### src/epci_consts.vh
`ifndef EPCI_CONSTS_VH
`define EPCI_CONSTS_VH
// register word indexes; the byte address is four times the index
`define EPCI_ADDR_FLAG 8'h3C
`define EPCI_ADDR_MASK0 8'h6B
`define EPCI_ADDR_MASK1 8'h6C
`define EPCI_ADDR_MASK3 8'h73
`define EPCI_ADDR_MASK2 8'h74
`define EPCI_ADDR_SENSE 8'h78
`define EPCI_ADDR_ENABLE 8'h7C
`define EPCI_ADDR_STATUS 8'h80
// index field of a byte address
`define EPCI_IDX_MSB 9
`define EPCI_IDX_LSB 2
// field positions in the enable and flag words
`define EPCI_BIT_EXT 0
`define EPCI_BIT_G0 4
`define EPCI_BIT_G1 5
`define EPCI_BIT_G2 6
`define EPCI_BIT_G3 7
// sense select encodings
`define EPCI_SENSE_LOW 2'h0
`define EPCI_SENSE_ANY 2'h1
`define EPCI_SENSE_FALL 2'h2
`define EPCI_SENSE_RISE 2'h3
// register reset values and write masks
`define EPCI_RESET_BYTE 8'h00
`define EPCI_FLAG_WMASK 8'hF1
`define EPCI_MASK3_WMASK 8'h7F
`define EPCI_SMALL_FLAG_MASK 8'h31
// axi responses
`define EPCI_RESP_OKAY 2'h0
`define EPCI_RESP_SLVERR 2'h2
`endif

### src/epci_pin_sync.v
`timescale 1ns/1ns
`default_nettype none
// two-flop synchroniser plus one history stage for edge detection
module epci_pin_sync #(
    parameter WIDTH = 32
) (
    input wire sys_clk,
    input wire rst_b,
    input wire [WIDTH-1:0] pin_in,
    output wire [WIDTH-1:0] pin_now,
    output wire [WIDTH-1:0] pin_prev
);
    reg [WIDTH-1:0] meta_reg;
    reg [WIDTH-1:0] sync_reg;
    reg [WIDTH-1:0] hist_reg;

    // first stage feeds only the second
    always @(posedge sys_clk or negedge rst_b) begin
        if (!rst_b) begin
            meta_reg <= {WIDTH{1'b1}};
            sync_reg <= {WIDTH{1'b1}};
            hist_reg <= {WIDTH{1'b1}};
        end else begin
            meta_reg <= pin_in;
            sync_reg <= meta_reg;
            hist_reg <= sync_reg;
        end
    end

    assign pin_now = sync_reg;
    assign pin_prev = hist_reg;
endmodule // epci_pin_sync
`default_nettype wire

### src/epci_irq_ctrl.v
`timescale 1ns/1ns
`default_nettype none
`include "epci_consts.vh"
module epci_irq_ctrl #(
    parameter LARGE_VARIANT = 1
) (
    input wire sys_clk,
    input wire rst_b,
    input wire [9:0] s_axi_awaddr,
    input wire s_axi_awvalid,
    output wire s_axi_awready,
    input wire [31:0] s_axi_wdata,
    input wire [3:0] s_axi_wstrb,
    input wire s_axi_wvalid,
    output wire s_axi_wready,
    output reg [1:0] s_axi_bresp,
    output reg s_axi_bvalid,
    input wire s_axi_bready,
    input wire [9:0] s_axi_araddr,
    input wire s_axi_arvalid,
    output wire s_axi_arready,
    output reg [31:0] s_axi_rdata,
    output reg [1:0] s_axi_rresp,
    output reg s_axi_rvalid,
    input wire s_axi_rready,
    input wire ext_irq_pin,
    input wire [30:0] pc_pins,
    input wire cpu_global_enable,
    input wire [4:0] irq_ack,
    output wire [4:0] irq_req,
    output wire ext_level_wake,
    output wire pc_wake
);
    reg [7:0] sense_reg;
    reg [7:0] enable_reg;
    reg [7:0] flag_reg;
    reg [7:0] flag_next;
    reg [7:0] mask0_reg;
    reg [7:0] mask1_reg;
    reg [7:0] mask2_reg;
    reg [7:0] mask3_reg;
    reg [7:0] aw_addr_reg;
    reg aw_full_reg;
    reg [31:0] w_data_reg;
    reg [3:0] w_strb_reg;
    reg w_full_reg;
    wire [31:0] pin_all;
    wire [31:0] pin_now;
    wire [31:0] pin_prev;
    wire [31:0] pin_mask;
    wire [31:0] pin_change;
    wire [3:0] grp_change;
    wire ext_now;
    wire ext_prev;
    reg ext_trig;
    wire [1:0] sense_sel;
    wire do_write;
    wire wr_byte0;
    wire [7:0] wr_val;
    wire [7:0] flag_read;
    wire [7:0] flag_avail;
    wire [7:0] wclr;
    wire [7:0] hclr;
    wire [7:0] set_vec;
    reg [7:0] rd_byte;
    reg rd_hit;
    reg wr_hit;
    wire [31:0] grp_en;
    wire [7:0] ar_idx;
    wire wr_flag;
    wire wr_mask0;
    wire wr_mask1;
    wire wr_mask2;
    wire wr_mask3;
    wire wr_sense;
    wire wr_enable;

    // trigger select sits in the low two bits of the sense word
    assign sense_sel = sense_reg[1:0];

    // external pin and all pin-change inputs share one sampler
    assign pin_all = {ext_irq_pin, pc_pins};
    epci_pin_sync #(
        .WIDTH(32)
    ) u_sync (
        .sys_clk(sys_clk),
        .rst_b(rst_b),
        .pin_in(pin_all),
        .pin_now(pin_now),
        .pin_prev(pin_prev)
    );
    // pad input is read regardless of pin direction
    assign ext_now = pin_now[31];
    assign ext_prev = pin_prev[31];

    // per-pin mask vector; missing masks on small variant
    assign pin_mask = {1'b0, mask3_reg[6:0],
        (LARGE_VARIANT != 0) ? mask2_reg : 8'h00, mask1_reg, mask0_reg};
    // group enables spread over the eight pins of each group
    assign grp_en = {{8{enable_reg[`EPCI_BIT_G3]}},
        {8{enable_reg[`EPCI_BIT_G2]}},
        {8{enable_reg[`EPCI_BIT_G1]}},
        {8{enable_reg[`EPCI_BIT_G0]}}};
    // toggle counts only on a masked pin of an enabled group
    assign pin_change = (pin_now ^ pin_prev) & pin_mask & grp_en;
    genvar g;
    generate
        for (g = 0; g < 4; g = g + 1) begin : g_grp
            // any masked pin of the group toggles
            assign grp_change[g] = |pin_change[g*8+7:g*8];
        end
    endgenerate

    // sense decode for the clocked external trigger
    always @* begin
        case (sense_sel)
            `EPCI_SENSE_ANY: ext_trig = ext_now ^ ext_prev;
            `EPCI_SENSE_FALL: ext_trig = ext_prev & ~ext_now;
            `EPCI_SENSE_RISE: ext_trig = ~ext_prev & ext_now;
            default: ext_trig = 1'b0;
        endcase
    end

    // unclocked wake paths from raw pins
    assign ext_level_wake = (sense_sel == `EPCI_SENSE_LOW) &
        enable_reg[`EPCI_BIT_EXT] & ~ext_irq_pin;
    assign pc_wake = |((pin_all ^ pin_now) & pin_mask & grp_en);

    // bits that exist on this variant
    assign flag_avail = (LARGE_VARIANT != 0) ? `EPCI_FLAG_WMASK :
        `EPCI_SMALL_FLAG_MASK;

    // flag sets and clears
    assign set_vec = {grp_change[3], grp_change[2], grp_change[1],
        grp_change[0], 3'b000, ext_trig} & flag_avail;
    assign do_write = aw_full_reg & w_full_reg & ~s_axi_bvalid;
    assign wr_byte0 = do_write & w_strb_reg[0];
    assign wr_val = w_data_reg[7:0];
    // one write strobe per register, lane 0 carries the byte
    assign wr_flag = wr_byte0 && aw_addr_reg == `EPCI_ADDR_FLAG;
    assign wr_mask0 = wr_byte0 && aw_addr_reg == `EPCI_ADDR_MASK0;
    assign wr_mask1 = wr_byte0 && aw_addr_reg == `EPCI_ADDR_MASK1;
    assign wr_mask2 = wr_byte0 && aw_addr_reg == `EPCI_ADDR_MASK2 &&
        LARGE_VARIANT != 0;
    assign wr_mask3 = wr_byte0 && aw_addr_reg == `EPCI_ADDR_MASK3 &&
        LARGE_VARIANT != 0;
    assign wr_sense = wr_byte0 && aw_addr_reg == `EPCI_ADDR_SENSE;
    assign wr_enable = wr_byte0 && aw_addr_reg == `EPCI_ADDR_ENABLE;
    assign wclr = wr_flag ? wr_val : `EPCI_RESET_BYTE;
    assign hclr = {irq_ack[4:1], 3'b000, irq_ack[0]};
    // set beats clear; write-one and handler entry clear
    always @* begin
        flag_next = ((flag_reg & ~wclr & ~hclr) | set_vec) & flag_avail;
        // level mode keeps the external flag clear
        if (sense_sel == `EPCI_SENSE_LOW) begin
            flag_next[`EPCI_BIT_EXT] = 1'b0;
        end
    end
    // flag word as software sees it; level mode hides the external flag
    assign flag_read = flag_reg &
        ~{7'h00, sense_sel == `EPCI_SENSE_LOW};

    // requests: flag or live low level, gated by own and global enable
    assign irq_req[0] = cpu_global_enable & enable_reg[`EPCI_BIT_EXT] &
        ((sense_sel == `EPCI_SENSE_LOW) ? ~ext_now :
        flag_reg[`EPCI_BIT_EXT]);
    assign irq_req[4:1] = {4{cpu_global_enable}} & enable_reg[7:4] &
        flag_reg[7:4];

    // write channel capture, address and data in either order
    assign s_axi_awready = ~aw_full_reg;
    assign s_axi_wready = ~w_full_reg;
    always @(posedge sys_clk or negedge rst_b) begin
        if (!rst_b) begin
            aw_full_reg <= 1'b0;
            w_full_reg <= 1'b0;
            aw_addr_reg <= 8'h00;
            w_data_reg <= 32'h00000000;
            w_strb_reg <= 4'h0;
            s_axi_bvalid <= 1'b0;
            s_axi_bresp <= `EPCI_RESP_OKAY;
        end else begin
            if (s_axi_awvalid && !aw_full_reg) begin
                aw_full_reg <= 1'b1;
                aw_addr_reg <= s_axi_awaddr[`EPCI_IDX_MSB:`EPCI_IDX_LSB];
            end
            if (s_axi_wvalid && !w_full_reg) begin
                w_full_reg <= 1'b1;
                w_data_reg <= s_axi_wdata;
                w_strb_reg <= s_axi_wstrb;
            end
            if (do_write) begin
                aw_full_reg <= 1'b0;
                w_full_reg <= 1'b0;
                s_axi_bvalid <= 1'b1;
                s_axi_bresp <= wr_hit ? `EPCI_RESP_OKAY : `EPCI_RESP_SLVERR;
            end else if (s_axi_bvalid && s_axi_bready) begin
                s_axi_bvalid <= 1'b0;
            end
        end
    end

    // write index decode; each register owns one aligned word
    always @* begin
        case (aw_addr_reg)
            `EPCI_ADDR_FLAG, `EPCI_ADDR_MASK0, `EPCI_ADDR_MASK1,
            `EPCI_ADDR_MASK3, `EPCI_ADDR_MASK2, `EPCI_ADDR_SENSE,
            `EPCI_ADDR_ENABLE: wr_hit = 1'b1;
            default: wr_hit = 1'b0;
        endcase
    end

    // flag word; a set beats a same-cycle clear
    always @(posedge sys_clk or negedge rst_b) begin
        if (!rst_b) begin
            flag_reg <= `EPCI_RESET_BYTE;
        end else begin
            flag_reg <= flag_next;
        end
    end

    // control registers; reserved enables kept zero on small variant
    always @(posedge sys_clk or negedge rst_b) begin
        if (!rst_b) begin
            sense_reg <= `EPCI_RESET_BYTE;
            enable_reg <= `EPCI_RESET_BYTE;
            mask0_reg <= `EPCI_RESET_BYTE;
            mask1_reg <= `EPCI_RESET_BYTE;
            mask2_reg <= `EPCI_RESET_BYTE;
            mask3_reg <= `EPCI_RESET_BYTE;
        end else begin
            if (wr_sense) begin
                sense_reg <= {6'h00, wr_val[1:0]};
            end
            if (wr_enable) begin
                enable_reg <= wr_val & flag_avail;
            end
            if (wr_mask0) begin
                mask0_reg <= wr_val;
            end
            if (wr_mask1) begin
                mask1_reg <= wr_val;
            end
            if (wr_mask2) begin
                mask2_reg <= wr_val;
            end
            if (wr_mask3) begin
                mask3_reg <= wr_val & `EPCI_MASK3_WMASK;
            end
        end
    end

    // read decode by word index, byte returned in lane 0
    assign ar_idx = s_axi_araddr[`EPCI_IDX_MSB:`EPCI_IDX_LSB];
    always @* begin
        rd_hit = 1'b1;
        rd_byte = 8'h00;
        case (ar_idx)
            `EPCI_ADDR_FLAG: rd_byte = flag_read;
            `EPCI_ADDR_MASK0: rd_byte = mask0_reg;
            `EPCI_ADDR_MASK1: rd_byte = mask1_reg;
            `EPCI_ADDR_MASK3: rd_byte = mask3_reg;
            `EPCI_ADDR_MASK2: rd_byte = mask2_reg;
            `EPCI_ADDR_SENSE: rd_byte = sense_reg;
            `EPCI_ADDR_ENABLE: rd_byte = enable_reg;
            `EPCI_ADDR_STATUS: rd_byte = {7'h00, ext_now};
            default: rd_hit = 1'b0;
        endcase
    end

    // read channel: one-cycle answer, held until rready
    assign s_axi_arready = ~s_axi_rvalid;
    always @(posedge sys_clk or negedge rst_b) begin
        if (!rst_b) begin
            s_axi_rvalid <= 1'b0;
            s_axi_rdata <= 32'h00000000;
            s_axi_rresp <= `EPCI_RESP_OKAY;
        end else if (s_axi_arvalid && !s_axi_rvalid) begin
            s_axi_rvalid <= 1'b1;
            s_axi_rresp <= rd_hit ? `EPCI_RESP_OKAY : `EPCI_RESP_SLVERR;
            s_axi_rdata <= {24'h000000, rd_byte};
        end else if (s_axi_rready) begin
            s_axi_rvalid <= 1'b0;
        end
    end
endmodule // epci_irq_ctrl
`default_nettype wire

### config.mk
export PLATFORM = sky130hd
export DESIGN_NAME = epci_irq_ctrl
export DESIGN_NICKNAME = d
export VERILOG_FILES = /design/src/epci_pin_sync.v /design/src/epci_irq_ctrl.v
export VERILOG_INCLUDE_DIRS = /design/src
export SDC_FILE = /design/constraint.sdc
export NUM_CORES = 1
export LEC_CHECK = 0
export ABC_AREA = 1
export CORE_UTILIZATION = 57
export CTS_CLUSTER_DIAMETER = 80
export DETAILED_ROUTE_END_ITERATION = 12
export DONT_BUFFER_PORTS = 1
export GPL_ROUTABILITY_DRIVEN = 0
export HOLD_SLACK_MARGIN = 0.03
export PLACE_DENSITY_LB_ADDON = 0.1
export SYNTH_ARGS = -nofsm -noshare
export SYNTH_HDL_FRONTEND = slang
export SYNTH_SLANG_ARGS = --single-unit
### constraint.sdc
create_clock -name sys_clk -period 1.2 [get_ports sys_clk]
set_input_delay 0.24 -clock sys_clk [delete_from_list [all_inputs] [get_ports sys_clk]]
set_output_delay 0.24 -clock sys_clk [all_outputs]
set_load 0.005 [all_outputs]
==> results.tsv <==
metric	value	unit
area.growth.synth_to_final	41.1	%
yosysSeqAreaShare	56.3	%
hp-class	input port to async pin	
netlist_instances	871	
hpwl	13400	microns
numCtsBuffers	17	
nets	1176	
drv_cap	0	
cts_hold_buf	56	
clk_pin_slew	0.07	ns
yosys_register_bits	170	
grt_max_degree	171	
grt_pass1_vias	6832	
drive_gt1_share	41.4	%
initial_core_util	58.6	%
fp.dieH	119	microns
antenna_cells	0	
synthFlopType	dfstp_2	
grt_pass1_wl	34400	microns
drc	0	
clock-root-buffer	clkbuf_16	
viasPerCell	5.41	
syn_avg_cell_area	8.91	sq um
rsz0062_at_grt	true	
status	finished, violations left	
portBuffers	0	
antenna_found_initial	0	
timing.slew.headroom	65.1	%
fmax	0.532	GHz
ant_nets	0	
synth_edf_count	0	
placed_area	0.00876	sq mm
slew_violations	0	
io_pins	149	
seqCellArea	0.00438	sq mm
grtUsageTotal	32.2	%
die_w	119	microns
powerDensity	1650	mW/mm^2
vias	6828	
critPathArrivalTime	1.64	ns
num_rows	42	
design.core.area	0.0132	sq mm
end_kind	output pin	
dr.first_iter.drc_count	568	
yosys.cell_types.count	34	
path_max_fanout	3	
violations	negative hold slack, negative setup slack	
netlist_area	0.00776	sq mm
synthArstFlopShare	100	%
yosys_warnings	0	
clock_latency	0.43	ns
synth_top_cells_by_area	dfstp_2 32%, dfrtp_1 24%, nand2_1 11%	
die-area	0.0141	sq mm
routedWlPerCell	17.9	microns
cpMostUsedCell	nand2_2	
skew	0.00838	ns
crit_chain	nand2_1 -> nand4_1 -> nand2_2 -> nor2_2 -> nand2_2 -> nor2_4 -> nand2_2	
gr-total-overflow	0	
setup_viol	64	
fin_area	0.0110	sq mm
multiInputGateArea	0.00346	sq mm
dr.pass1.iters	5	
cts_max_level	4	
hold_violations	170	
yosysTopAreaCell	dfstp_2	
p_leak	5.27	nW
cts_tree	built	
synth.top_cell.area_share	32.5	%
fillers	734	
timing.hold.ws	-0.501	ns
setup_slack	-0.679	ns
required	0.96	ns
critical-path-max-stage-delay	0.55	ns
fin_crit_sh	157	%
cts.sinks	170	
setup_tns	-14.67	ns
irDropWorstVdd	0.00174	V
crit_slowest_cell	dfstp_2	
worstMarginPinSlew	0.523	ns
crit_type	flop to output pin	
cts_buffer_depth	2	
routed_wl	22600	microns
startpoint_type	flop	
min_period	1.88	ns
kinds of logic after synthesis:
| group | count (synthesis) | synth area share, % |
|---|---|---|
| buffers and inverters | 149 | 9.12 |
| other | 1 | 0.0483 |
| adders and majority gates | 2 | 0.322 |
| AOI/OAI and AO/OA | 106 | 7.70 |
| DFF | 170 | 56.3 |
| muxes | 4 | 0.580 |
| xor gates and xnor gates | 1 | 0.113 |
| and+or+nand+nor | 438 | 25.8 |
metal layers:
| layer | wire length (microns) | GRT usage (%) |
|---|---|---|
| met5 | 0 | 0 |
| met4 | 764 | 13.9 |
| met3 | 1450 | 7.14 |
| met2 | 11600 | 53.5 |
| met1 | 8780 | 40.6 |
critical path: cells and delay by family, from the launching register on:
kind | cells | cell delay [ns]
flops | 1 | 0.55
simple gates | 7 | 0.65
power breakdown:
part | switching [mW] | leakage, nW | internal [mW]
Clock | 2.22 | 0.293 | 3.18
Combinational | 2.85 | 3.00 | 2.34
Sequential | 0.825 | 1.97 | 6.64
Yosys cell counts (18+ instances only):
cell       n
a21oi_1   30
buf_4     29
dfrtp_1   74
dfstp_2   96
inv_1    106
nand2_1  221
nand3_1   70
nand4_1   22
nor2_1    80
o21ai_0   53
o21ai_2   18
or2_2     19
layout by cell type (no fill, tap or decap), drive strengths merged, types with 4 or more instances in the layout:
cell         netlist  final
dfstp             96     96
nor2              88     89
clkinv             0      5
conb               1     26
o21ai             76     76
or2               19     19
buf               36    141
a21oi             30     30
nor3               6      6
nand3             72     72
clkbuf             5     27
dlygate4sd3        0     56
nand2            228    229
dfrtp             74     74
nand4             24     24
mux2               4      4
inv              108    108
metrics by stage:
stage | power (mW) | hold WS [ns] | utilization (%) | cells | worst slack, ns
after floorplan | 9.08 | -0.0556 | - | 896 | -0.112
after global placement | 10.5 | -0.0499 | 66.2 | 1145 | -0.304
after detailed placement | 10.7 | -0.0491 | 66.2 | 1145 | -0.345
after CTS | 17.1 | -0.506 | 80.1 | 1256 | -0.681
after global routing | 18.7 | -0.506 | 82.7 | 1262 | -0.740
final | 18.1 | -0.501 | 82.7 | 1262 | -0.679
path summary, 6_finish.rpt:
path                                           from             endpoint  slack, ns  cells after the start
worst max-delay path              u_sync.pin_now[3]              pc_wake      -0.68                      7
worst min-delay path                          rst_b         mask0_reg[3]      -0.50                      0
worst max register to register         s_axi_bvalid         mask0_reg[7]      -0.34                      9
worst min register to register  u_sync.meta_reg[24]   u_sync.pin_now[24]       0.35                      0
max in group asynchronous                     rst_b  u_sync.pin_prev[28]       1.36                      0
min in group sys_clk                  s_axi_awvalid       aw_addr_reg[6]       0.06                      2
area by class of cell:
class | count | share of cell area, %
well taps | 176 | 2.01
flip-flops and latches | 170 | 40.0
repair buffers | 197 | 17.2
clock buffers | 27 | 5.08
clock inverters | 5 | 0.263
inverters | 108 | 3.79
multi-input cells | 579 | 31.6
repair_timing:
action	4_1_cts	5_1_grt
pin swaps	54	49
hold endpoints to repair	226	170
resized for setup	151	85
setup endpoints to repair	57	69
gates cloned	5	0
setup buffers	19	10
No activity file was read; power rests on OpenSTA's default activity.
